<file path="config.mk">
export PLATFORM = sky130hd
export DESIGN_NAME = prr_port_regs
export DESIGN_NICKNAME = d
export VERILOG_FILES = /design/src/common/prr_pkg.sv /design/src/common/prr_reg_if.sv /design/src/hw/prr_axil_slave.sv /design/src/hw/prr_pin_sync.sv /design/src/hw/prr_port_regs.sv
export SDC_FILE = /design/constraint.sdc
export NUM_CORES = 1
export LEC_CHECK = 0
export CORE_AREA = 2 2 269 271
export CTS_BUF_LIST = sky130_fd_sc_hd__clkbuf_8
export CTS_CLUSTER_SIZE = 8
export DETAILED_ROUTE_END_ITERATION = 8
export DIE_AREA = 0 0 271 273
export DONT_BUFFER_PORTS = 1
export PLACE_DENSITY = 0.52
export SLEW_MARGIN = 10
export SYNTH_ARGS = -nofsm -noshare
export SYNTH_HDL_FRONTEND = slang
export SYNTH_SLANG_ARGS = --single-unit
</file>
<file path="constraint.sdc">
create_clock -name clk_sys -period 3.13 [get_ports clk_sys]
set_input_delay 0.4695 -clock clk_sys [delete_from_list [all_inputs] [get_ports clk_sys]]
set_output_delay 0.4695 -clock clk_sys [all_outputs]
set_load 0.05 [all_outputs]
</file>
<file path="src/common/prr_pkg.sv">
/*
 * Package for the port reset and input control block: register map,
 * reset values and field positions.
 * Assumes a 32-bit AXI4-Lite register bus with word-aligned registers.
 */
package prr_pkg;
  localparam int unsigned PRR_NPORT = 4;
  localparam int unsigned PRR_PW = 16;
  // Port index of the shared analog/digital ports
  localparam int unsigned PRR_ANA_A = 2;
  localparam int unsigned PRR_ANA_B = 3;
  // Register offsets; each port owns a 0x20-byte slot
  localparam logic [11:0] PRR_SLOT_STRIDE = 12'h020;
  localparam logic [2:0] PRR_IDX_UPPER_PIN_CONTROL = 3'h0;
  localparam logic [2:0] PRR_IDX_DIGITAL_INPUT_DISABLE = 3'h1;
  localparam logic [2:0] PRR_IDX_PAD_DRIVER_LOW = 3'h2;
  localparam logic [2:0] PRR_IDX_PAD_DRIVER_HIGH = 3'h3;
  localparam logic [2:0] PRR_IDX_PIN_INPUT = 3'h4;
  localparam logic [11:0] PRR_OFF_PERIPHERAL_RESET_SET = 12'h100;
  localparam logic [11:0] PRR_OFF_RESET_STATUS = 12'h104;
  localparam int unsigned PRR_BIT_PORT_RESET_REQUEST = 0;
  // Reset values
  localparam logic [31:0] PRR_UPC_SYS_RST = 32'h0000_0000;
  localparam logic [31:0] PRR_UPC_MOD_RST = 32'h2020_2020;
  localparam logic [31:0] PRR_PDR_SYS_RST = 32'h2222_2222;
  localparam logic [31:0] PRR_PDR_MOD_RST = 32'h0000_0000;
  localparam logic [31:0] PRR_DID_MOD_RST = 32'h0000_0000;
  // Pins present per port after system reset; arbitrary default
  localparam logic [15:0] PRR_DID_SYS_RST [PRR_NPORT] = '{
    16'hF000, 16'hFF00, 16'hFFFF, 16'hFFFF};
  // Write-locked bits of the second analog port
  localparam logic [15:0] PRR_ANA_B_LOCK = 16'h0030;
  localparam logic [1:0] PRR_RESP_OKAY = 2'b00;
  localparam logic [1:0] PRR_RESP_SLVERR = 2'b10;
endpackage : prr_pkg

</file>
<file path="src/common/prr_reg_if.sv">
/*
 * Interface carrying register writes and read data between the bus slave
 * and the port register bank.
 * Assumes a single clock shared by both ends.
 */
`timescale 1ns/1ns
interface prr_reg_if;
  logic wr_en;
  logic rd_en;
  logic [11:0] addr;
  logic [31:0] wdata;
  logic [3:0] wstrb;
  logic [31:0] rdata;
  logic hit;
  modport bus (output wr_en, rd_en, addr, wdata, wstrb, input rdata, hit);
  modport regs (input wr_en, rd_en, addr, wdata, wstrb, output rdata, hit);
endinterface : prr_reg_if

</file>
<file path="src/hw/prr_axil_slave.sv">
/*
 * AXI4-Lite slave: takes one write and one read at a time and hands
 * them to the register bank as single-cycle strobes.
 * Assumes the register bank answers reads combinationally.
 */
`timescale 1ns/1ns
module prr_axil_slave (
  // Clock and reset
  input wire logic clk_sys,
  input wire logic rst,
  // AXI4-Lite
  input wire logic [11:0] s_axi_awaddr,
  input wire logic s_axi_awvalid,
  output logic s_axi_awready,
  input wire logic [31:0] s_axi_wdata,
  input wire logic [3:0] s_axi_wstrb,
  input wire logic s_axi_wvalid,
  output logic s_axi_wready,
  output logic [1:0] s_axi_bresp,
  output logic s_axi_bvalid,
  input wire logic s_axi_bready,
  input wire logic [11:0] s_axi_araddr,
  input wire logic s_axi_arvalid,
  output logic s_axi_arready,
  output logic [31:0] s_axi_rdata,
  output logic [1:0] s_axi_rresp,
  output logic s_axi_rvalid,
  input wire logic s_axi_rready,
  // Register bank side
  prr_reg_if.bus rb
);
  import prr_pkg::*;

  logic aw_have_reg, aw_have_next;
  logic w_have_reg, w_have_next;
  logic [11:0] awaddr_reg, awaddr_next;
  logic [31:0] wdata_reg, wdata_next;
  logic [3:0] wstrb_reg, wstrb_next;
  logic bvalid_reg, bvalid_next;
  logic [1:0] bresp_reg, bresp_next;
  logic rvalid_reg, rvalid_next;
  logic [1:0] rresp_reg, rresp_next;
  logic [31:0] rdata_reg, rdata_next;
  logic do_wr, do_rd;

  assign s_axi_awready = !aw_have_reg && !bvalid_reg;
  assign s_axi_wready = !w_have_reg && !bvalid_reg;
  assign s_axi_arready = !rvalid_reg && !do_wr;
  assign s_axi_bvalid = bvalid_reg;
  assign s_axi_bresp = bresp_reg;
  assign s_axi_rvalid = rvalid_reg;
  assign s_axi_rresp = rresp_reg;
  assign s_axi_rdata = rdata_reg;

  // Write fires once both halves are held; reads wait a cycle behind it
  assign do_wr = aw_have_reg && w_have_reg;
  assign do_rd = s_axi_arvalid && s_axi_arready;
  assign rb.wr_en = do_wr;
  assign rb.rd_en = do_rd;
  assign rb.addr = do_wr ? awaddr_reg : s_axi_araddr;
  assign rb.wdata = wdata_reg;
  assign rb.wstrb = wstrb_reg;

  always_comb begin
    aw_have_next = aw_have_reg;
    w_have_next = w_have_reg;
    awaddr_next = awaddr_reg;
    wdata_next = wdata_reg;
    wstrb_next = wstrb_reg;
    bvalid_next = bvalid_reg;
    bresp_next = bresp_reg;
    rvalid_next = rvalid_reg;
    rresp_next = rresp_reg;
    rdata_next = rdata_reg;
    if (s_axi_awvalid && s_axi_awready) begin
      aw_have_next = 1'b1;
      awaddr_next = s_axi_awaddr;
    end
    if (s_axi_wvalid && s_axi_wready) begin
      w_have_next = 1'b1;
      wdata_next = s_axi_wdata;
      wstrb_next = s_axi_wstrb;
    end
    if (do_wr) begin
      aw_have_next = 1'b0;
      w_have_next = 1'b0;
      bvalid_next = 1'b1;
      bresp_next = rb.hit ? PRR_RESP_OKAY : PRR_RESP_SLVERR;
    end else if (bvalid_reg && s_axi_bready) begin
      bvalid_next = 1'b0;
    end
    if (do_rd) begin
      rvalid_next = 1'b1;
      rdata_next = rb.hit ? rb.rdata : 32'h0000_0000;
      rresp_next = rb.hit ? PRR_RESP_OKAY : PRR_RESP_SLVERR;
    end else if (rvalid_reg && s_axi_rready) begin
      rvalid_next = 1'b0;
    end
  end

  always_ff @(posedge clk_sys) begin
    if (rst) begin
      aw_have_reg <= 1'b0;
      w_have_reg <= 1'b0;
      awaddr_reg <= 12'h000;
      wdata_reg <= 32'h0000_0000;
      wstrb_reg <= 4'h0;
      bvalid_reg <= 1'b0;
      bresp_reg <= 2'b00;
      rvalid_reg <= 1'b0;
      rresp_reg <= 2'b00;
      rdata_reg <= 32'h0000_0000;
    end else begin
      aw_have_reg <= aw_have_next;
      w_have_reg <= w_have_next;
      awaddr_reg <= awaddr_next;
      wdata_reg <= wdata_next;
      wstrb_reg <= wstrb_next;
      bvalid_reg <= bvalid_next;
      bresp_reg <= bresp_next;
      rvalid_reg <= rvalid_next;
      rresp_reg <= rresp_next;
      rdata_reg <= rdata_next;
    end
  end
endmodule : prr_axil_slave

</file>
<file path="src/hw/prr_pin_sync.sv">
/*
 * Two-stage synchroniser for the pad input levels of every port.
 * Assumes the pins are asynchronous to clk_sys.
 */
`timescale 1ns/1ns
module prr_pin_sync (
  // Clock and reset
  input wire logic clk_sys,
  input wire logic rst,
  // Pins
  input wire logic [prr_pkg::PRR_NPORT*prr_pkg::PRR_PW-1:0] pin_async,
  output logic [prr_pkg::PRR_NPORT*prr_pkg::PRR_PW-1:0] pin_sync
);
  import prr_pkg::*;

  logic [PRR_NPORT*PRR_PW-1:0] meta_reg, meta_next;
  logic [PRR_NPORT*PRR_PW-1:0] sync_reg, sync_next;

  always_comb begin
    meta_next = pin_async;
    sync_next = meta_reg;
  end

  always_ff @(posedge clk_sys) begin
    if (rst) begin
      meta_reg <= '0;
      sync_reg <= '0;
    end else begin
      meta_reg <= meta_next;
      sync_reg <= sync_next;
    end
  end

  assign pin_sync = sync_reg;
endmodule : prr_pin_sync

</file>
<file path="src/hw/prr_port_regs.sv">
/*
 * Port register bank with system reset and a separate port module reset,
 * plus the digital input gate of the shared analog/digital pins.
 * Assumes AXI4-Lite access at 20 MHz; pins arrive asynchronously.
 */
// Added by the designer: the register addresses and the AXI4-Lite interface to the registers.
// Behaviour
// - Software bit triggers port-only register reset
// - Upper pin control: zero, module reset 2020_2020
// - Pad drivers: 2222_2222, module reset zero
// - Input-disable bits gate analog-port digital inputs
// - System reset disables, module reset enables inputs
// - Pure digital port input-disable is read-only
// - Input-disable loads availability, module reset zero
// - Second analog port bits 4,5 stay zero
// - Disabled pin level never reaches internal logic
// - Disabled analog port pins give no scan capture
`timescale 1ns/1ns
module prr_port_regs (
  // Clock and reset
  input wire logic clk_sys,
  input wire logic rst,
  // AXI4-Lite write address and data
  input wire logic [11:0] s_axi_awaddr,
  input wire logic s_axi_awvalid,
  output logic s_axi_awready,
  input wire logic [31:0] s_axi_wdata,
  input wire logic [3:0] s_axi_wstrb,
  input wire logic s_axi_wvalid,
  output logic s_axi_wready,
  // AXI4-Lite write response
  output logic [1:0] s_axi_bresp,
  output logic s_axi_bvalid,
  input wire logic s_axi_bready,
  // AXI4-Lite read
  input wire logic [11:0] s_axi_araddr,
  input wire logic s_axi_arvalid,
  output logic s_axi_arready,
  output logic [31:0] s_axi_rdata,
  output logic [1:0] s_axi_rresp,
  output logic s_axi_rvalid,
  input wire logic s_axi_rready,
  // Pins and internal consumers
  input wire logic [prr_pkg::PRR_NPORT*prr_pkg::PRR_PW-1:0] pin_in,
  output logic [prr_pkg::PRR_NPORT*prr_pkg::PRR_PW-1:0] pin_to_core,
  output logic [prr_pkg::PRR_NPORT*prr_pkg::PRR_PW-1:0] pin_to_scan,
  // Pad configuration
  output logic [prr_pkg::PRR_NPORT*32-1:0] upper_pin_control,
  output logic [prr_pkg::PRR_NPORT*32-1:0] pad_driver_low,
  output logic [prr_pkg::PRR_NPORT*32-1:0] pad_driver_high,
  // Module reset pulse, for observation
  output logic port_module_reset
);
  import prr_pkg::*;

  prr_reg_if rb ();

  prr_axil_slave u_slave (
    .clk_sys(clk_sys),
    .rst(rst),
    .s_axi_awaddr(s_axi_awaddr),
    .s_axi_awvalid(s_axi_awvalid),
    .s_axi_awready(s_axi_awready),
    .s_axi_wdata(s_axi_wdata),
    .s_axi_wstrb(s_axi_wstrb),
    .s_axi_wvalid(s_axi_wvalid),
    .s_axi_wready(s_axi_wready),
    .s_axi_bresp(s_axi_bresp),
    .s_axi_bvalid(s_axi_bvalid),
    .s_axi_bready(s_axi_bready),
    .s_axi_araddr(s_axi_araddr),
    .s_axi_arvalid(s_axi_arvalid),
    .s_axi_arready(s_axi_arready),
    .s_axi_rdata(s_axi_rdata),
    .s_axi_rresp(s_axi_rresp),
    .s_axi_rvalid(s_axi_rvalid),
    .s_axi_rready(s_axi_rready),
    .rb(rb.bus)
  );

  logic [PRR_NPORT*PRR_PW-1:0] pin_sync;

  prr_pin_sync u_sync (
    .clk_sys(clk_sys),
    .rst(rst),
    .pin_async(pin_in),
    .pin_sync(pin_sync)
  );

  // Module reset request: one-cycle pulse applied the cycle after the write
  logic mod_rst_reg, mod_rst_next;
  logic mod_rst_seen_reg, mod_rst_seen_next;
  logic wr_prs;

  assign wr_prs = rb.wr_en && rb.addr == PRR_OFF_PERIPHERAL_RESET_SET
    && rb.wstrb[0] && rb.wdata[PRR_BIT_PORT_RESET_REQUEST];

  always_comb begin
    mod_rst_next = wr_prs;
    mod_rst_seen_next = mod_rst_seen_reg;
    if (mod_rst_reg) begin
      mod_rst_seen_next = 1'b1;
    end
    if (rb.wr_en && rb.addr == PRR_OFF_RESET_STATUS && rb.wstrb[0] && rb.wdata[0]) begin
      mod_rst_seen_next = 1'b0;
    end
    if (mod_rst_reg) begin
      mod_rst_seen_next = 1'b1;
    end
  end

  always_ff @(posedge clk_sys) begin
    if (rst) begin
      mod_rst_reg <= 1'b0;
      mod_rst_seen_reg <= 1'b0;
    end else begin
      mod_rst_reg <= mod_rst_next;
      mod_rst_seen_reg <= mod_rst_seen_next;
    end
  end

  assign port_module_reset = mod_rst_reg;

  logic [31:0] port_rdata [PRR_NPORT];
  logic [PRR_NPORT-1:0] port_hit;

  genvar gp;
  generate
    for (gp = 0; gp < PRR_NPORT; gp++) begin : g_port
      localparam logic [11:0] BASE = 12'(gp) * PRR_SLOT_STRIDE;
      localparam bit ANALOG = (gp == PRR_ANA_A) || (gp == PRR_ANA_B);
      localparam logic [15:0] LOCK = (gp == PRR_ANA_B) ? PRR_ANA_B_LOCK : 16'h0000;
      logic [31:0] upc_reg, upc_next;
      logic [31:0] pdl_reg, pdl_next;
      logic [31:0] pdh_reg, pdh_next;
      logic [15:0] did_reg, did_next;
      logic sel;
      logic [2:0] idx;
      logic [15:0] pins;
      logic [31:0] did_wr;

      assign sel = rb.addr >= BASE && rb.addr < BASE + PRR_SLOT_STRIDE;
      assign idx = rb.addr[4:2] - 3'h0;

      function automatic logic [31:0] merge(input logic [31:0] old,
                                            input logic [31:0] wd,
                                            input logic [3:0] be);
        logic [31:0] res;
        res = old;
        for (int b = 0; b < 4; b++) begin
          if (be[b]) begin
            res[8*b +: 8] = wd[8*b +: 8];
          end
        end
        return res;
      endfunction : merge

      // Merged word kept apart so only its low half is taken
      assign did_wr = merge({16'h0000, did_reg}, rb.wdata, rb.wstrb);

      always_comb begin
        upc_next = upc_reg;
        pdl_next = pdl_reg;
        pdh_next = pdh_reg;
        did_next = did_reg;
        if (rb.wr_en && sel) begin
          case (idx)
            PRR_IDX_UPPER_PIN_CONTROL: upc_next = merge(upc_reg, rb.wdata, rb.wstrb);
            PRR_IDX_PAD_DRIVER_LOW: pdl_next = merge(pdl_reg, rb.wdata, rb.wstrb);
            PRR_IDX_PAD_DRIVER_HIGH: pdh_next = merge(pdh_reg, rb.wdata, rb.wstrb);
            PRR_IDX_DIGITAL_INPUT_DISABLE: begin
              if (ANALOG) begin
                did_next = did_wr[PRR_PW-1:0] & ~LOCK;
              end
            end
            default: ;
          endcase
        end
        // Module reset outranks a write landing in the same cycle
        if (mod_rst_reg) begin
          upc_next = PRR_UPC_MOD_RST;
          pdl_next = PRR_PDR_MOD_RST;
          pdh_next = PRR_PDR_MOD_RST;
          did_next = PRR_DID_MOD_RST[PRR_PW-1:0];
        end
      end

      always_ff @(posedge clk_sys) begin
        if (rst) begin
          upc_reg <= PRR_UPC_SYS_RST;
          pdl_reg <= PRR_PDR_SYS_RST;
          pdh_reg <= PRR_PDR_SYS_RST;
          did_reg <= PRR_DID_SYS_RST[gp] & ~LOCK;
        end else begin
          upc_reg <= upc_next;
          pdl_reg <= pdl_next;
          pdh_reg <= pdh_next;
          did_reg <= did_next;
        end
      end

      // Disabled analog inputs read zero inside and in the scan chain
      assign pins = ANALOG ? (pin_sync[gp*PRR_PW +: PRR_PW] & ~did_reg)
                           : pin_sync[gp*PRR_PW +: PRR_PW];
      assign pin_to_core[gp*PRR_PW +: PRR_PW] = pins;
      assign pin_to_scan[gp*PRR_PW +: PRR_PW] = pins;
      assign upper_pin_control[gp*32 +: 32] = upc_reg;
      assign pad_driver_low[gp*32 +: 32] = pdl_reg;
      assign pad_driver_high[gp*32 +: 32] = pdh_reg;
      assign port_hit[gp] = sel && idx <= PRR_IDX_PIN_INPUT;

      always_comb begin
        case (idx)
          PRR_IDX_UPPER_PIN_CONTROL: port_rdata[gp] = upc_reg;
          PRR_IDX_DIGITAL_INPUT_DISABLE: port_rdata[gp] = {16'h0000, did_reg};
          PRR_IDX_PAD_DRIVER_LOW: port_rdata[gp] = pdl_reg;
          PRR_IDX_PAD_DRIVER_HIGH: port_rdata[gp] = pdh_reg;
          PRR_IDX_PIN_INPUT: port_rdata[gp] = {16'h0000, pins};
          default: port_rdata[gp] = 32'h0000_0000;
        endcase
      end
    end
  endgenerate

  always_comb begin
    rb.rdata = 32'h0000_0000;
    rb.hit = 1'b0;
    for (int p = 0; p < PRR_NPORT; p++) begin
      if (port_hit[p]) begin
        rb.rdata = port_rdata[p];
        rb.hit = 1'b1;
      end
    end
    if (rb.addr == PRR_OFF_PERIPHERAL_RESET_SET) begin
      rb.hit = 1'b1;
    end
    if (rb.addr == PRR_OFF_RESET_STATUS) begin
      rb.rdata = {31'h0000_0000, mod_rst_seen_reg};
      rb.hit = 1'b1;
    end
  end
endmodule : prr_port_regs

</file>
# Word level (Yosys, flattened, before mapping)
# Index checks and enable logic that the tools add are counted.
# word_totals
ff_bits,644
in_bits,131
out_inout_bits,554
wordCells,402
# classes
order_cmp,9
n_eq_ne,6
mux,117
bitwise_logic,4
n_reduce_logical,150
# ops
cell,count
two-way mux 30 bit,36
one-hot mux 32 bit (5 select lines),4
two-way mux 8 bit,39
AND reduction 3 bit,100
two-way mux 32 bit,6
two-way mux 16 bit,6
two-way mux 6 bit,12
bitwise AND 16 bit,2
NOT 16 bit,2
nonzero test 2 bit,15
logical AND 1 bit,27
"equality test 12 x 9 -> 1 bit, second input constant",2
"greater-or-equal comparator 12 x 7 -> 1 bit, second input constant",2
"< comparator 12 x 7 -> 1 bit, second input constant",2
"greater-or-equal comparator 12 x 1 -> 1 bit, second input constant",1
"greater-or-equal comparator 12 x 6 -> 1 bit, second input constant",1
"< comparator 12 x 6 -> 1 bit, second input constant",1
"< comparator 12 x 8 -> 1 bit, second input constant",1
two-way mux 1 bit,12
two-way mux 12 bit,1
"equality test 3 x 2 -> 1 bit, second input constant",2
logical NOT 1 bit,5
OR reduction 2 bit,2
"equality test 3 x 1 -> 1 bit, second input constant",1
4 further kinds,4

# Longest topological paths before layout
# Gate-level depths: netlist of run 1.
# depth
ltp_word,12
mapped_depth,11
depth_no_buf,7

# By module
# A second synthesis of run 1 with hierarchy kept.
# unflattened
hier_cells,3271
area_unflattened_um2,27641.5
# modules_own_cells
module,n_inst,cells_each,area_each_um2,seq_area_each_um2
prr_port_regs,1,2573,20805.0,8348.0
prr_pin_sync,1,270,3464.6,2562.5
prr_axil_slave,1,428,3372.0,1721.7

# Least setup slack after synthesis of run 1
# OpenSTA, ideal clock, no wires.
# synth_timing
path_type,reg2reg
start,reg u_slave.w_have_reg
end,reg u_slave.rdata_reg[12] (netlist: u_slave.s_axi_rdata[12])
setup_time_ns,0.060
t_arrival_ns,2.755
required_time_ns,3.070
setup_slack_ns,0.315
stages_incl_launch_ff,9
path_buffers,1
synth_period_minus_slack_ns,2.815
cell_sequence,dfxtp_1 and2_1 buf_2 nor2_1 nand2_1 nor4_2 o21ai_1 a21oi_1 a22o_1
# synth_between
word_cells_on_any_way,45
cone_classes,9 x order compare; 6 x eq/ne; 17 x mux; 13 x reduce/logical
# synth_lines
element,line,source
from (decl),prr_axil_slave.sv:35,"logic w_have_reg, w_have_next;"
from (signal assigned),prr_axil_slave.sv:115,w_have_reg <= w_have_next;
logical AND 1 bit,prr_axil_slave.sv:56,assign do_wr = aw_have_reg && w_have_reg;
logical NOT 1 bit,prr_axil_slave.sv:48,assign s_axi_arready = !rvalid_reg && !do_wr;
logical AND 1 bit,prr_axil_slave.sv:48,
named net s_axi_arready,prr_port_regs.sv:38,"output logic s_axi_arready,"
logical AND 1 bit,prr_axil_slave.sv:57,assign do_rd = s_axi_arvalid && s_axi_arready;
to (signal assigned),prr_axil_slave.sv:123,rdata_reg <= rdata_next;
to (decl),prr_axil_slave.sv:43,"logic [31:0] rdata_reg, rdata_next;"
# The timed path passes the listed nets, and every way through them passes these cells.
# A chain may end at the register's enable or synchronous reset.

# Final worst setup path of run 1
# layout_timing
start,reg u_slave.w_have_reg
end,reg g_port[2].did_reg[6]
# layout_between
elab_chain_cells,7
word_cells_on_any_way,10
cone_classes,2 x order compare; 1 x eq/ne; 1 x mux; 6 x reduce/logical
# layout_rtl
element,line,source
logical AND 1 bit (*),prr_axil_slave.sv:56,
two-way mux 12 bit,prr_axil_slave.sv:60,assign rb.addr = do_wr ? awaddr_reg : s_axi_araddr;
greater-or-equal comparator 12 x 7 -> 1 bit or < comparator 12 x 7 -> 1 bit (tied branches),prr_port_regs.sv:142,assign sel = rb.addr >= BASE && rb.addr < BASE + PRR_SLOT_STRIDE;
logical AND 1 bit,prr_port_regs.sv:142,
logical AND 1 bit,prr_port_regs.sv:166,if (rb.wr_en && sel) begin
nonzero test 2 bit (no line),--,
AND reduction 3 bit (no line) (*),--,
to (signal assigned),prr_port_regs.sv:193,did_reg <= PRR_DID_SYS_RST[gp] & ~LOCK;
to (signal assigned),prr_port_regs.sv:198,did_reg <= did_next;
to (decl),prr_port_regs.sv:136,"logic [15:0] did_reg, did_next;"
# Every way passes the cells marked *; elsewhere a longest branch is shown, timed or not.

==> impl_metrics.prom, run 1 <==
# TYPE chip_impl_metric gauge
chip_impl_metric{name="globalRouteOverflowTotal",unit=""} 0
chip_impl_metric{name="grt_start_max_net_pins",unit=""} 193
chip_impl_metric{name="critical_path.max_fanout",unit=""} 31
chip_impl_metric{name="count_of_buffers_inserted_at_the_top_level_ports",unit=""} 0
chip_impl_metric{name="drv_slew",unit=""} 0
chip_impl_metric{name="initial_standard_cell_utilization_of_the_core",unit="%"} 37.9
chip_impl_info{name="critical_path.endpoint_type",value="register"} 1
chip_impl_metric{name="syn-instance-count",unit=""} 2879
chip_impl_info{name="rsz_0062_raised_after_global_routing",value="false"} 1
chip_impl_metric{name="finClkSkew",unit="ns"} 0.0467
chip_impl_info{name="criticalPathCategory",value="register to register"} 1
chip_impl_metric{name="synth.cell_area",unit="sq um"} 26900
chip_impl_metric{name="total_nets_final",unit=""} 3204
chip_impl_metric{name="worst_ir_drop_vdd",unit="mV"} 0.488
chip_impl_metric{name="final_cell_area",unit="sq um"} 32900
chip_impl_metric{name="max_slew.worst_pin.slew",unit="ns"} 1.08
chip_impl_metric{name="drcViolationCount",unit=""} 0
chip_impl_metric{name="fin_util",unit="%"} 46.3
chip_impl_metric{name="drt_pass1_iterations",unit=""} 5
chip_impl_metric{name="power_leakage",unit="nW"} 14.0
chip_impl_metric{name="number_of_sinks_on_the_clock_net",unit=""} 631
chip_impl_metric{name="h-tree-depth",unit=""} 3
chip_impl_metric{name="synthesis.yosys.warnings",unit=""} 0
chip_impl_info{name="startpoint_type",value="register"} 1
chip_impl_metric{name="dieHeight",unit="um"} 273
chip_impl_metric{name="flow.area_growth_from_synthesis",unit="%"} 22.0
chip_impl_metric{name="net-switching-power",unit="mW"} 4.82
chip_impl_metric{name="asyncSetResetFlopFracSynth",unit="%"} 0
chip_impl_metric{name="report.final.hold_viol_count",unit=""} 0
chip_impl_metric{name="drtIter0Drc",unit=""} 2138
chip_impl_info{name="cts-root-buf",value="sky130_fd_sc_hd__clkbuf_8"} 1
chip_impl_metric{name="power-per-cell-area",unit="nW/um^2"} 550
chip_impl_metric{name="all_layer_global_routing_usage",unit="%"} 31.7
chip_impl_metric{name="final.period_utilization",unit="%"} 94.6
chip_impl_metric{name="p_total",unit="mW"} 18.1
chip_impl_metric{name="floorplan.core_area",unit="sq um"} 71000
chip_impl_metric{name="placement_rows",unit=""} 98
chip_impl_metric{name="synth_edf_count",unit=""} 0
chip_impl_metric{name="post_synthesis_register_bit_count",unit=""} 631
chip_impl_metric{name="fp.dieArea",unit="sq um"} 74000
chip_impl_metric{name="timing.final.setup_violations",unit=""} 0
chip_impl_metric{name="p_sw_share",unit="%"} 26.7
chip_impl_info{name="ys_dominant_reg_cell",value="sky130_fd_sc_hd__dfxtp_1"} 1
chip_impl_info{name="tritoncts",value="yes"} 1
chip_impl_info{name="rr_endpoint",value="g_port[2].did_reg[6]$_SDFFE_PP1P_"} 1
chip_impl_metric{name="seq_power_share",unit="%"} 46.4
chip_impl_metric{name="hold-path-cell-count",unit=""} 2
chip_impl_metric{name="post_synth.cell_area_avg",unit="sq um"} 9.35
chip_impl_metric{name="first_global_vias",unit=""} 23100
chip_impl_metric{name="sequential_fraction_of_the_synthesis_area",unit="%"} 46.9
chip_impl_metric{name="ios",unit=""} 685
chip_impl_metric{name="placed_wire_length_estimate_after_detailed_placement",unit="um"} 85400
chip_impl_metric{name="clock_insertion_delay_worst_skew",unit="ns"} 0.76
chip_impl_metric{name="worst-r2r-cell-count",unit=""} 9
chip_impl_metric{name="drtAntennaViolNets",unit=""} 0
chip_impl_metric{name="p_int",unit="mW"} 13.2
chip_impl_metric{name="detailed_place.area",unit="sq um"} 28500
chip_impl_metric{name="grt_antenna_before_repair",unit=""} 2
chip_impl_metric{name="cap_viol_max_count",unit=""} 0
chip_impl_metric{name="fmax",unit="MHz"} 338
chip_impl_metric{name="detail_route.wirelength",unit="um"} 122000
chip_impl_metric{name="clock_power_share",unit="%"} 45.3
chip_impl_metric{name="synth_cell_types",unit=""} 70
chip_impl_metric{name="final_period_minus_worst_setup_slack",unit="ns"} 2.96
chip_impl_metric{name="numCtsBuffers",unit=""} 109
chip_impl_metric{name="post_drt_via_cell_ratio",unit=""} 5.69
chip_impl_metric{name="cts-root-to-sink-buffers",unit=""} 3
chip_impl_info{name="status",value="completed"} 1
chip_impl_info{name="hold_path_end",value="u_slave.s_axi_rdata[4]$_SDFFE_PP0P_"} 1
chip_impl_metric{name="number_of_filler_instances_in_the_final_layout",unit=""} 6786
chip_impl_metric{name="vias",unit=""} 23400
chip_impl_info{name="rr_startpoint",value="u_slave.w_have_reg$_SDFFE_PP0P_"} 1
chip_impl_metric{name="wire_length_of_the_first_global_routing_pass",unit="um"} 171000
chip_impl_metric{name="timing.setup.tns",unit="ns"} 0
chip_impl_metric{name="clk_pin_slew_worst_paths",unit="ns"} 0.06
chip_impl_metric{name="floorplan.die.width",unit="um"} 271
chip_impl_metric{name="critical_path_required",unit="ns"} 3.77
chip_impl_metric{name="fraction_of_layout_cells_with_a_size_suffix_above_1",unit="%"} 15.7
chip_impl_info{name="timing.hold.worst.start",value="rst"} 1
chip_impl_metric{name="place.gp.congestion",unit=""} 0.909
chip_impl_metric{name="critPathArrivalTime",unit="ns"} 3.60
chip_impl_metric{name="worst_slew_margin_rel",unit="%"} 28.2
chip_impl_metric{name="power.combinational.fraction",unit="%"} 8.3
chip_impl_info{name="min_path_type",value="input pin to register"} 1
chip_impl_metric{name="avgRoutedWirePerCell",unit="um"} 29.7
chip_impl_metric{name="setup.reg_to_reg.worst_slack",unit="ns"} 0.17
-- power by group through the flow --
stage          clock [mW]  sequential [mW]  combinational, mW
6_report             8.19             8.38               1.51
5_1_grt              8.70             8.39               1.57
4_1_cts              8.32             8.37               1.48
3_5_place_dp            0             8.55               1.25
3_3_place_gp            0             8.55               1.24
2_1_floorplan           0             8.41              0.915
-- timing repair --
action	CTS	global route
hold buffers	187	0
endpoints found under the setup margin	0	11
buffers inserted	0	6
hold endpoints to repair	296	0
gates resized for setup	0	7
-- critical path, cell delays in order, from the launching register on --
cell and delay (ns):
sky130_fd_sc_hd__dfxtp_1 0.32, sky130_fd_sc_hd__nand2_2 0.34, sky130_fd_sc_hd__mux2_2 0.41, sky130_fd_sc_hd__buf_6 0.22
sky130_fd_sc_hd__and2_0 0.31, sky130_fd_sc_hd__nand3_1 0.13, sky130_fd_sc_hd__buf_4 0.23, sky130_fd_sc_hd__mux2i_1 0.21
sky130_fd_sc_hd__o21bai_1 0.07, sky130_fd_sc_hd__dlygate4sd3_1 0.58
-- metal layers --
layer	up-vias	track usage [%]	wire length, um
li1	10300	-	-
met1	11600	36.4	45900
met2	1249	53.8	58600
met3	253	10.5	12300
met4	0	14.0	5350
met5	-	0	0
-- metrics by stage --
| step | cells | hold WS, ns | worst slack (ns) |
|---|---|---|---|
| final | 4113 | 0.0836 | 0.169 |
| after floorplan | 2880 | 0.414 | 0.315 |
| after detailed placement | 3719 | 0.423 | 0.0768 |
| after global placement | 3719 | 0.417 | 0.108 |
| after CTS | 4106 | 0.0123 | 0.0362 |
| after global routing | 4113 | 0.0643 | 0.0194 |
-- cells in the mapped netlist, drive strengths merged (14+ instances only) --
cell / count / area share [%]
dfxtp: 631 / 47
mux2i: 399 / 15
nand2: 377 / 5.3
nor2: 247 / 3.5
a21oi: 205 / 3.9
clkbuf: 176 / 2.5
nor2b: 162 / 3.8
buf: 141 / 3.6
o21bai: 94 / 2.6
a22oi: 65 / 1.8
nand3: 55 / 1.0
o21ai: 45 / 0.84
o22ai: 45 / 1.0
mux2: 25 / 1.0
and3: 24 / 0.56
nor3: 24 / 1.2
a22o: 17 / 0.55
a211oi: 16 / 0.45
mux4: 14 / 1.2
o221ai: 14 / 0.46
-- how the worst max path moves through the flow --
| stage | startpoint | to | slack [ns] |
|---|---|---|---|
| 4_1_cts | u_slave.awaddr_reg[11]$_SDFFE_PP0P_ | g_port[3].upc_reg[5]$_SDFFE_PP0P_ | 0.04 |
| 5_1_grt | u_slave.aw_have_reg$_SDFFE_PP0P_ | g_port[0].pdh_reg[13]$_SDFFE_PP1P_ | 0.02 |
| 6_report | u_slave.w_have_reg$_SDFFE_PP0P_ | g_port[2].did_reg[6]$_SDFFE_PP1P_ | 0.17 |
| 3_5_place_dp | s_axi_araddr[3] | g_port[2].pdl_reg[21]$_SDFFE_PP1P_ | 0.08 |
| 2_1_floorplan | u_slave.w_have_reg$_SDFFE_PP0P_ | u_slave.s_axi_rdata[12]$_SDFFE_PP0P_ | 0.31 |
| 3_3_place_gp | u_slave.w_have_reg$_SDFFE_PP0P_ | g_port[2].pdl_reg[21]$_SDFFE_PP1P_ | 0.11 |
-- logic make-up (layout without fill, tap and decap cells) --
kind of cell    after synthesis  in the layout  synth area share (%)
flops                       631            631                  46.9
compound gates              565            565                  13.6
buf+inv                     319            601                  6.10
simple gates                925            925                  16.3
other cells                   1              3                0.0139
mux                         438            438                  17.1
-- cell usage in the layout, fill, tap and decap left out, types with 94 or more instances in the layout --
| cell | Yosys | layout |
|---|---|---|
| sky130_fd_sc_hd__o21bai_1 | 94 | 94 |
| sky130_fd_sc_hd__buf_4 | 100 | 191 |
| sky130_fd_sc_hd__a21oi_1 | 204 | 202 |
| sky130_fd_sc_hd__nor2_1 | 246 | 241 |
| sky130_fd_sc_hd__nand2_1 | 375 | 374 |
| sky130_fd_sc_hd__dfxtp_1 | 631 | 630 |
| sky130_fd_sc_hd__mux2i_1 | 396 | 395 |
| sky130_fd_sc_hd__dlygate4sd3_1 | 0 | 186 |
| sky130_fd_sc_hd__clkbuf_8 | 0 | 150 |
| sky130_fd_sc_hd__nor2b_1 | 162 | 132 |
-- cell type report --
type                       instances  area [sq um]  share of cell area [%]
multi-input combinational       1930         12900                    39.1
clock inverter                    50           358                    1.09
sequential                       631         12600                    38.5
timing repair buffer             399          3730                    11.4
antenna                            1          2.50                 0.00762
clock buffer                     150          2060                    6.28
tap                              950          1190                    3.62
inverter                           2          7.51                  0.0229
(Power assumes the default switching activity.)
==> inputs of run 2 (changes only) <==
--- a/config.mk
+++ b/config.mk
@@ -5,11 +5,13 @@
 export SDC_FILE = /design/constraint.sdc
 export NUM_CORES = 1
 export LEC_CHECK = 0
-export CORE_AREA = 2 2 269 271
+export ABC_CLOCK_PERIOD_IN_PS = 3130
+export CAP_MARGIN = 5
+export CORE_AREA = 2 2 268 270
 export CTS_BUF_LIST = sky130_fd_sc_hd__clkbuf_8
 export CTS_CLUSTER_SIZE = 8
 export DETAILED_ROUTE_END_ITERATION = 8
-export DIE_AREA = 0 0 271 273
+export DIE_AREA = 0 0 270 272
 export DONT_BUFFER_PORTS = 1
 export PLACE_DENSITY = 0.52
 export SLEW_MARGIN = 10
==> run 2 against run 1 <==
Compared with the run above: sequential share of layout area up 0.40 points; via count is 0.83% higher; hold slack worse by 0.0049 ns; worst setup slack worse by 0.058 ns; critical path type unchanged.
==> impl_metrics.prom, run 2 (synthesized netlist as in run 1, its figures left out) <==
# TYPE chip_impl_metric gauge
chip_impl_metric{name="fp.dieArea",unit="sq um"} 73400
chip_impl_metric{name="number_of_filler_instances_in_the_final_layout",unit=""} 6734
chip_impl_info{name="critical_path.endpoint_type",value="register"} 1
chip_impl_metric{name="first_global_vias",unit=""} 22600
chip_impl_metric{name="total_nets_final",unit=""} 3206
chip_impl_metric{name="wire_length_of_the_first_global_routing_pass",unit="um"} 168000
chip_impl_info{name="tritoncts",value="yes"} 1
chip_impl_metric{name="vias",unit=""} 23600
chip_impl_metric{name="drt_pass1_iterations",unit=""} 6
chip_impl_metric{name="fraction_of_layout_cells_with_a_size_suffix_above_1",unit="%"} 15.3
chip_impl_metric{name="dieHeight",unit="um"} 272
chip_impl_metric{name="number_of_sinks_on_the_clock_net",unit=""} 631
chip_impl_metric{name="final.period_utilization",unit="%"} 96.5
chip_impl_info{name="criticalPathCategory",value="register to register"} 1
chip_impl_metric{name="detail_route.wirelength.met1",unit="um"} 45200
chip_impl_info{name="min_path_type",value="input pin to register"} 1
chip_impl_metric{name="timing.setup.tns",unit="ns"} 0
chip_impl_metric{name="p_total",unit="mW"} 17.2
chip_impl_metric{name="route.met2.wl",unit="um"} 56900
chip_impl_info{name="layout.cells.most_common_list",value="630 x sky130_fd_sc_hd__dfxtp_1, 395 x sky130_fd_sc_hd__mux2i_1, 374 x sky130_fd_sc_hd__nand2_1, 242 x sky130_fd_sc_hd__nor2_1, 203 x sky130_fd_sc_hd__buf_4"} 1
chip_impl_metric{name="fmax",unit="MHz"} 331
chip_impl_info{name="status",value="completed"} 1
chip_impl_metric{name="post_drt_via_cell_ratio",unit=""} 5.74
chip_impl_info{name="cts-root-buf",value="sky130_fd_sc_hd__clkbuf_8"} 1
chip_impl_metric{name="critical_path.max_fanout",unit=""} 14
chip_impl_metric{name="critical_path_required",unit="ns"} 3.75
chip_impl_metric{name="power-per-cell-area",unit="nW/um^2"} 529
chip_impl_metric{name="all_layer_global_routing_usage",unit="%"} 31.1
chip_impl_metric{name="placement_rows",unit=""} 98
chip_impl_metric{name="worst-path-buf-inv",unit=""} 2
chip_impl_metric{name="avgRoutedWirePerCell",unit="um"} 29.2
chip_impl_metric{name="clock_insertion_delay_worst_skew",unit="ns"} 0.74
chip_impl_metric{name="finClkSkew",unit="ns"} 0.0467
chip_impl_metric{name="count_of_buffers_inserted_at_the_top_level_ports",unit=""} 0
chip_impl_metric{name="cap_viol_max_count",unit=""} 0
chip_impl_metric{name="power_leakage",unit="nW"} 13.9
chip_impl_metric{name="clk_pin_slew_worst_paths",unit="ns"} 0.07
chip_impl_metric{name="grt_antenna_before_repair",unit=""} 2
chip_impl_metric{name="worst_slew_margin_rel",unit="%"} 27.3
chip_impl_metric{name="drtIter0Drc",unit=""} 2068
chip_impl_info{name="worst_path_max_delay_cell",value="sky130_fd_sc_hd__or4_1"} 1
chip_impl_metric{name="detail_route.wirelength",unit="um"} 120000
chip_impl_metric{name="ios",unit=""} 685
chip_impl_metric{name="cts-root-to-sink-buffers",unit=""} 3
chip_impl_metric{name="placed_wire_length_estimate_after_detailed_placement",unit="um"} 84900
chip_impl_metric{name="timing.hold.ws",unit="ns"} 0.0788
chip_impl_metric{name="floorplan.die.width",unit="um"} 270
chip_impl_info{name="critical_path.cell_chain",value="or4_1 -> nor3_2 -> o21a_4 -> nand2_8 -> nor3_4 -> buf_4 -> mux2i_1 -> a21oi_1 -> dlygate4sd3_1"} 1
chip_impl_metric{name="globalRouteOverflowTotal",unit=""} 0
chip_impl_metric{name="route.met3.wl",unit="um"} 12700
chip_impl_info{name="crit_family",value="simple AND/OR/NAND/NOR gates"} 1
chip_impl_metric{name="final_period_minus_worst_setup_slack",unit="ns"} 3.02
chip_impl_metric{name="drv_slew",unit=""} 0
chip_impl_metric{name="h-tree-depth",unit=""} 3
chip_impl_metric{name="drcViolationCount",unit=""} 0
chip_impl_metric{name="place.gp.congestion",unit=""} 0.957
chip_impl_metric{name="report.final.hold_viol_count",unit=""} 0
chip_impl_metric{name="floorplan.core_area",unit="sq um"} 70800
chip_impl_metric{name="numCtsBuffers",unit=""} 107
chip_impl_info{name="startpoint_type",value="register"} 1
chip_impl_metric{name="critPathArrivalTime",unit="ns"} 3.64
chip_impl_metric{name="timing.final.setup_violations",unit=""} 0
chip_impl_metric{name="flow.area_growth_from_synthesis",unit="%"} 20.7
chip_impl_metric{name="initial_standard_cell_utilization_of_the_core",unit="%"} 38.1
chip_impl_metric{name="worst_ir_drop_vdd",unit="mV"} 0.318
chip_impl_metric{name="worst_path_largest_cell_delay",unit="ns"} 0.58
chip_impl_metric{name="grt_start_max_net_pins",unit=""} 190
chip_impl_metric{name="drtAntennaViolNets",unit=""} 0
chip_impl_info{name="rsz_0062_raised_after_global_routing",value="false"} 1
chip_impl_metric{name="max_slew.worst_pin.slew",unit="ns"} 1.09
chip_impl_info{name="top_signal_layer_used",value="met4"} 1
chip_impl_info{name="layout.cells.most_common",value="sky130_fd_sc_hd__dfxtp_1"} 1
-- run 2: changes by cell type in the layout (fill, tap and decap cells not counted), moves of 3 or more --
cell,delta
sky130_fd_sc_hd__inv_1,+8
sky130_fd_sc_hd__dlygate4sd3_1,-7
sky130_fd_sc_hd__buf_4,+12
sky130_fd_sc_hd__clkbuf_8,-19
sky130_fd_sc_hd__bufinv_16,-3
-- run 2: power by group --
| group | leakage [nW] | total (mW) | switching (mW) | internal (mW) |
|---|---|---|---|---|
| registers | 5.12 | 8.39 | 0.228 | 8.16 |
| logic | 7.59 | 1.49 | 0.944 | 0.551 |
| clock network | 1.23 | 7.32 | 3.53 | 3.79 |
-- run 2: metal layers --
metal  GRT usage [%]  up-vias
met3            10.4      271
met4            12.9        0
met2            52.4     1409
met5               0        -
met1            36.3    11600
li1                -    10300
-- run 2: through the flow --
stage          area (sq um)  util, %  setup slack, ns  cells
2_1_floorplan         26900        -            0.315   2880
3_3_place_gp          28600     40.4            0.241   3734
3_5_place_dp          28600     40.4            0.150   3734
4_1_cts               32500     45.9           0.0441   4101
5_1_grt               32500     46.0          0.00247   4104
6_report              32500     46.0            0.111   4105
-- run 2: path summary, 6_finish.rpt --
check | startpoint | to | slack (ns) | depth (start not counted)
setup / recovery | u_slave.awaddr_reg[11]$_SDFFE_PP0P_ | g_port[0].upc_reg[21]$_SDFFE_PP0P_ | 0.11 | 9
hold / removal | rst | u_slave.s_axi_rdata[1]$_SDFFE_PP0P_ | 0.08 | 2
setup reg to reg | u_slave.awaddr_reg[11]$_SDFFE_PP0P_ | g_port[0].upc_reg[21]$_SDFFE_PP0P_ | 0.11 | 9
hold reg to reg | u_sync.meta_reg[30]$_SDFF_PP0_ | u_sync.pin_sync[30]$_SDFF_PP0_ | 0.40 | 1
-- run 2: cell type report --
| type | instances | area (sq um) | share of cell area, % |
|---|---|---|---|
| Clock inverter | 56 | 295 | 0.908 |
| Multi-Input combinational cell | 1930 | 12800 | 39.5 |
| Sequential cell | 631 | 12600 | 38.9 |
| Timing Repair Buffer | 403 | 3740 | 11.5 |
| Inverter | 2 | 7.51 | 0.0231 |
| Antenna cell | 2 | 5.00 | 0.0154 |
| Tap cell | 950 | 1190 | 3.66 |
| Clock buffer | 131 | 1800 | 5.54 |
-- run 2: what timing repair did --
| action | 4_1_cts | 5_1_grt |
|---|---|---|
| resized for setup | 0 | 2 |
| setup endpoints to repair | 0 | 3 |
| endpoints found under the hold margin | 296 | 0 |
| hold buffers | 180 | 0 |
| setup buffers | 0 | 2 |
==> inputs of run 3 (changes only) <==
--- a/config.mk
+++ b/config.mk
@@ -13,6 +13,7 @@
 export DETAILED_ROUTE_END_ITERATION = 8
 export DIE_AREA = 0 0 270 272
 export DONT_BUFFER_PORTS = 1
+export GPL_TIMING_DRIVEN = 0
 export PLACE_DENSITY = 0.52
 export SLEW_MARGIN = 10
 export SYNTH_ARGS = -nofsm -noshare
==> run 3 against run 2 <==
Compared with the run above: global-route usage rose by 9.4 points; routed wire length up 29%; core utilization is 0.055 points lower; sequential share of layout area barely moved; worst setup slack worse by 0.097 ns; power up 4.6%; first-iteration DRC count rose by 49%; sequential power decreased by 1%; critical endpoint is now g_port[2].pdl_reg[1]$_SDFFE_PP1P_; largest power group unchanged.
==> impl_metrics.prom, run 3 (synthesized netlist as in run 1, its figures left out) <==
# TYPE chip_impl_metric gauge
chip_impl_info{name="status",value="completed"} 1
chip_impl_metric{name="fraction_of_layout_cells_with_a_size_suffix_above_1",unit="%"} 15.7
chip_impl_metric{name="power-per-cell-area",unit="nW/um^2"} 554
chip_impl_metric{name="timing.final.setup_violations",unit=""} 0
chip_impl_info{name="critical_path.endpoint_type",value="register"} 1
chip_impl_metric{name="worst-r2r-cell-count",unit=""} 10
chip_impl_metric{name="count_of_buffers_inserted_at_the_top_level_ports",unit=""} 0
chip_impl_metric{name="clock_power_share",unit="%"} 43.3
chip_impl_metric{name="fp.dieArea",unit="sq um"} 73400
chip_impl_metric{name="drv_slew",unit=""} 0
chip_impl_metric{name="place.gp.congestion",unit=""} 0.963
chip_impl_metric{name="total_nets_final",unit=""} 3278
chip_impl_metric{name="p_total",unit="mW"} 18.0
chip_impl_metric{name="first_global_vias",unit=""} 24200
chip_impl_metric{name="fin_util",unit="%"} 45.9
chip_impl_metric{name="number_of_sinks_on_the_clock_net",unit=""} 631
chip_impl_metric{name="finClkSkew",unit="ns"} 0.0383
chip_impl_metric{name="drtIter0Drc",unit=""} 3090
chip_impl_metric{name="p_int",unit="mW"} 12.9
chip_impl_metric{name="floorplan.die.width",unit="um"} 270
chip_impl_metric{name="initial_standard_cell_utilization_of_the_core",unit="%"} 38.1
chip_impl_metric{name="power.combinational.fraction",unit="%"} 10.5
chip_impl_info{name="hold_path_end",value="u_slave.aw_have_reg$_SDFFE_PP0P_"} 1
chip_impl_metric{name="ios",unit=""} 685
chip_impl_metric{name="wire_length_of_the_first_global_routing_pass",unit="um"} 205000
chip_impl_metric{name="worst_slew_margin_rel",unit="%"} 6.69
chip_impl_metric{name="timing.hold.ws",unit="ns"} 0.133
chip_impl_metric{name="detail_route.wirelength",unit="um"} 155000
chip_impl_metric{name="sequential_cell_area",unit="sq um"} 12600
chip_impl_metric{name="report.final.hold_viol_count",unit=""} 0
chip_impl_metric{name="drcViolationCount",unit=""} 0
chip_impl_metric{name="setup.reg_to_reg.worst_slack",unit="ns"} 0.01
chip_impl_info{name="criticalPathCategory",value="register to register"} 1
chip_impl_metric{name="critPathArrivalTime",unit="ns"} 3.70
chip_impl_metric{name="final_period_minus_worst_setup_slack",unit="ns"} 3.12
chip_impl_info{name="layout.cells.most_common_list",value="629 x sky130_fd_sc_hd__dfxtp_1, 387 x sky130_fd_sc_hd__mux2i_1, 368 x sky130_fd_sc_hd__nand2_1, 236 x sky130_fd_sc_hd__nor2_1, 202 x sky130_fd_sc_hd__a21oi_1"} 1
chip_impl_info{name="timing.hold.worst.start",value="s_axi_awvalid"} 1
chip_impl_metric{name="dieHeight",unit="um"} 272
chip_impl_metric{name="clk_pin_slew_worst_paths",unit="ns"} 0.07
chip_impl_metric{name="clock_insertion_delay_worst_skew",unit="ns"} 0.74
chip_impl_metric{name="all_layer_global_routing_usage",unit="%"} 40.5
chip_impl_metric{name="drtAntennaViolNets",unit=""} 0
chip_impl_metric{name="max_slew.worst_pin.slew",unit="ns"} 1.40
chip_impl_metric{name="seq_power_share",unit="%"} 46.2
chip_impl_info{name="rr_endpoint",value="g_port[2].pdl_reg[1]$_SDFFE_PP1P_"} 1
chip_impl_metric{name="flow.area_growth_from_synthesis",unit="%"} 20.6
chip_impl_metric{name="cap_viol_max_count",unit=""} 0
chip_impl_metric{name="fmax",unit="MHz"} 321
chip_impl_metric{name="critical_path_required",unit="ns"} 3.72
chip_impl_metric{name="final.period_utilization",unit="%"} 99.6
chip_impl_metric{name="globalRouteOverflowTotal",unit=""} 0
chip_impl_metric{name="placement_rows",unit=""} 98
chip_impl_info{name="rsz_0062_raised_after_global_routing",value="true"} 1
chip_impl_metric{name="layout_cells_excl_fill",unit=""} 4180
chip_impl_metric{name="power_leakage",unit="nW"} 13.6
chip_impl_info{name="startpoint_type",value="register"} 1
chip_impl_info{name="cts-root-buf",value="sky130_fd_sc_hd__clkbuf_8"} 1
chip_impl_metric{name="avgRoutedWirePerCell",unit="um"} 37.1
chip_impl_info{name="min_path_type",value="input pin to register"} 1
chip_impl_metric{name="detailed_place.area",unit="sq um"} 28200
chip_impl_metric{name="net-switching-power",unit="mW"} 5.12
chip_impl_metric{name="p_sw_share",unit="%"} 28.4
chip_impl_info{name="tritoncts",value="yes"} 1
chip_impl_metric{name="grt_start_max_net_pins",unit=""} 15
chip_impl_info{name="layout.cells.most_common",value="sky130_fd_sc_hd__dfxtp_1"} 1
chip_impl_metric{name="final_cell_area",unit="sq um"} 32500
chip_impl_metric{name="drt_pass1_iterations",unit=""} 6
chip_impl_metric{name="area_taken_by_multi_input_logic_gates",unit="sq um"} 12900
chip_impl_metric{name="grt_antenna_before_repair",unit=""} 9
chip_impl_metric{name="numCtsBuffers",unit=""} 107
chip_impl_metric{name="floorplan.core_area",unit="sq um"} 70800
chip_impl_metric{name="placed_wire_length_estimate_after_detailed_placement",unit="um"} 114000
chip_impl_metric{name="critical_path.max_fanout",unit=""} 10
chip_impl_metric{name="number_of_filler_instances_in_the_final_layout",unit=""} 6859
chip_impl_metric{name="hold-path-cell-count",unit=""} 3
chip_impl_metric{name="vias",unit=""} 25500
chip_impl_metric{name="worst_ir_drop_vdd",unit="mV"} 0.374
chip_impl_metric{name="placedCellCount",unit=""} 3834
chip_impl_metric{name="h-tree-depth",unit=""} 3
chip_impl_metric{name="post_drt_via_cell_ratio",unit=""} 6.10
chip_impl_metric{name="cts-root-to-sink-buffers",unit=""} 3
chip_impl_info{name="rr_startpoint",value="u_slave.w_have_reg$_SDFFE_PP0P_"} 1
-- run 3: cell count changes in the layout (fill, tap and decap cells not counted), moves of 10 or more --
cell | previous run | this run
sky130_fd_sc_hd__clkbuf_1 | 0 | 130
sky130_fd_sc_hd__buf_4 | 203 | 132
sky130_fd_sc_hd__dlygate4sd3_1 | 179 | 120
sky130_fd_sc_hd__clkbuf_2 | 0 | 37
sky130_fd_sc_hd__nor2b_1 | 132 | 154
sky130_fd_sc_hd__nor2b_2 | 30 | 8
sky130_fd_sc_hd__buf_2 | 0 | 19
sky130_fd_sc_hd__inv_1 | 42 | 28
sky130_fd_sc_hd__clkbuf_8 | 131 | 142
sky130_fd_sc_hd__nand3_1 | 55 | 45
-- run 3: worst max path at each step --
stage	from	endpoint	slack [ns]	cells after the start
after global placement	u_slave.w_have_reg$_SDFFE_PP0P_	u_slave.s_axi_rdata[12]$_SDFFE_PP0P_	-1.74	8
final	u_slave.w_have_reg$_SDFFE_PP0P_	g_port[2].pdl_reg[1]$_SDFFE_PP1P_	0.01	10
after detailed placement	u_slave.aw_have_reg$_SDFFE_PP0P_	g_port[1].upc_reg[21]$_SDFFE_PP0P_	-0.98	7
after global routing	u_slave.awaddr_reg[11]$_SDFFE_PP0P_	g_port[2].pdh_reg[13]$_SDFFE_PP1P_	-0.05	7
after CTS	port_module_reset$_SDFF_PP0_	g_port[0].pdh_reg[30]$_SDFFE_PP0P_	0.02	6
after floorplan	u_slave.w_have_reg$_SDFFE_PP0P_	u_slave.s_axi_rdata[12]$_SDFFE_PP0P_	0.31	8
-- run 3: repair_timing --
| action | CTS | global route |
|---|---|---|
| setup buffers | 36 | 1 |
| endpoints found under the hold margin | 116 | 0 |
| hold buffers | 120 | 0 |
| setup endpoints to repair | 464 | 148 |
| gates resized for setup | 104 | 54 |
| pin swaps | 15 | 1 |
-- run 3: power groups by stage --
stage	sequential [mW]	clock [mW]	combinational, mW
after floorplan	8.41	0	0.915
after global placement	8.47	0	1.60
after detailed placement	8.47	0	1.62
after CTS	8.30	7.79	1.82
after global routing	8.31	8.18	1.90
final	8.31	7.79	1.89
-- run 3: worst max-delay path, stage by stage, from the launching register on --
cell and delay (ns):
sky130_fd_sc_hd__dfxtp_2 0.46, sky130_fd_sc_hd__nand2_2 0.14, sky130_fd_sc_hd__buf_6 0.19, sky130_fd_sc_hd__clkbuf_4 0.22, sky130_fd_sc_hd__a21o_1 0.27, sky130_fd_sc_hd__nor2_2 0.16
sky130_fd_sc_hd__buf_8 0.19, sky130_fd_sc_hd__buf_2 0.48, sky130_fd_sc_hd__nand3_1 0.50, sky130_fd_sc_hd__mux2i_1 0.28, sky130_fd_sc_hd__o21bai_1 0.08
-- run 3: per-stage QoR --
| step | setup slack (ns) | TNS [ns] |
|---|---|---|
| after detailed placement | -0.977 | -226.14 |
| after global routing | -0.0484 | -0.200 |
| after floorplan | 0.315 | 0 |
| final | 0.0140 | 0 |
| after global placement | -1.74 | -264.69 |
| after CTS | 0.0161 | 0 |
-- run 3: layout make-up --
type / instances / area share [%]
multi-input combinational: 1930 / 39.8
sequential: 631 / 38.9
clock buffer: 142 / 6.02
buffer: 314 / 5.48
timing repair buffer: 161 / 5.25
tap: 950 / 3.66
clock inverter: 47 / 0.824
inverter: 2 / 0.0231
antenna: 3 / 0.0231
-- run 3: per-layer routing --
| layer | part of all wire [%] | GRT usage [%] |
|---|---|---|
| met2 | 46 | 66.7 |
| met5 | 0.0084 | 0 |
| met1 | 35 | 44.8 |
| met4 | 6.9 | 23.7 |
| met3 | 12 | 15.3 |
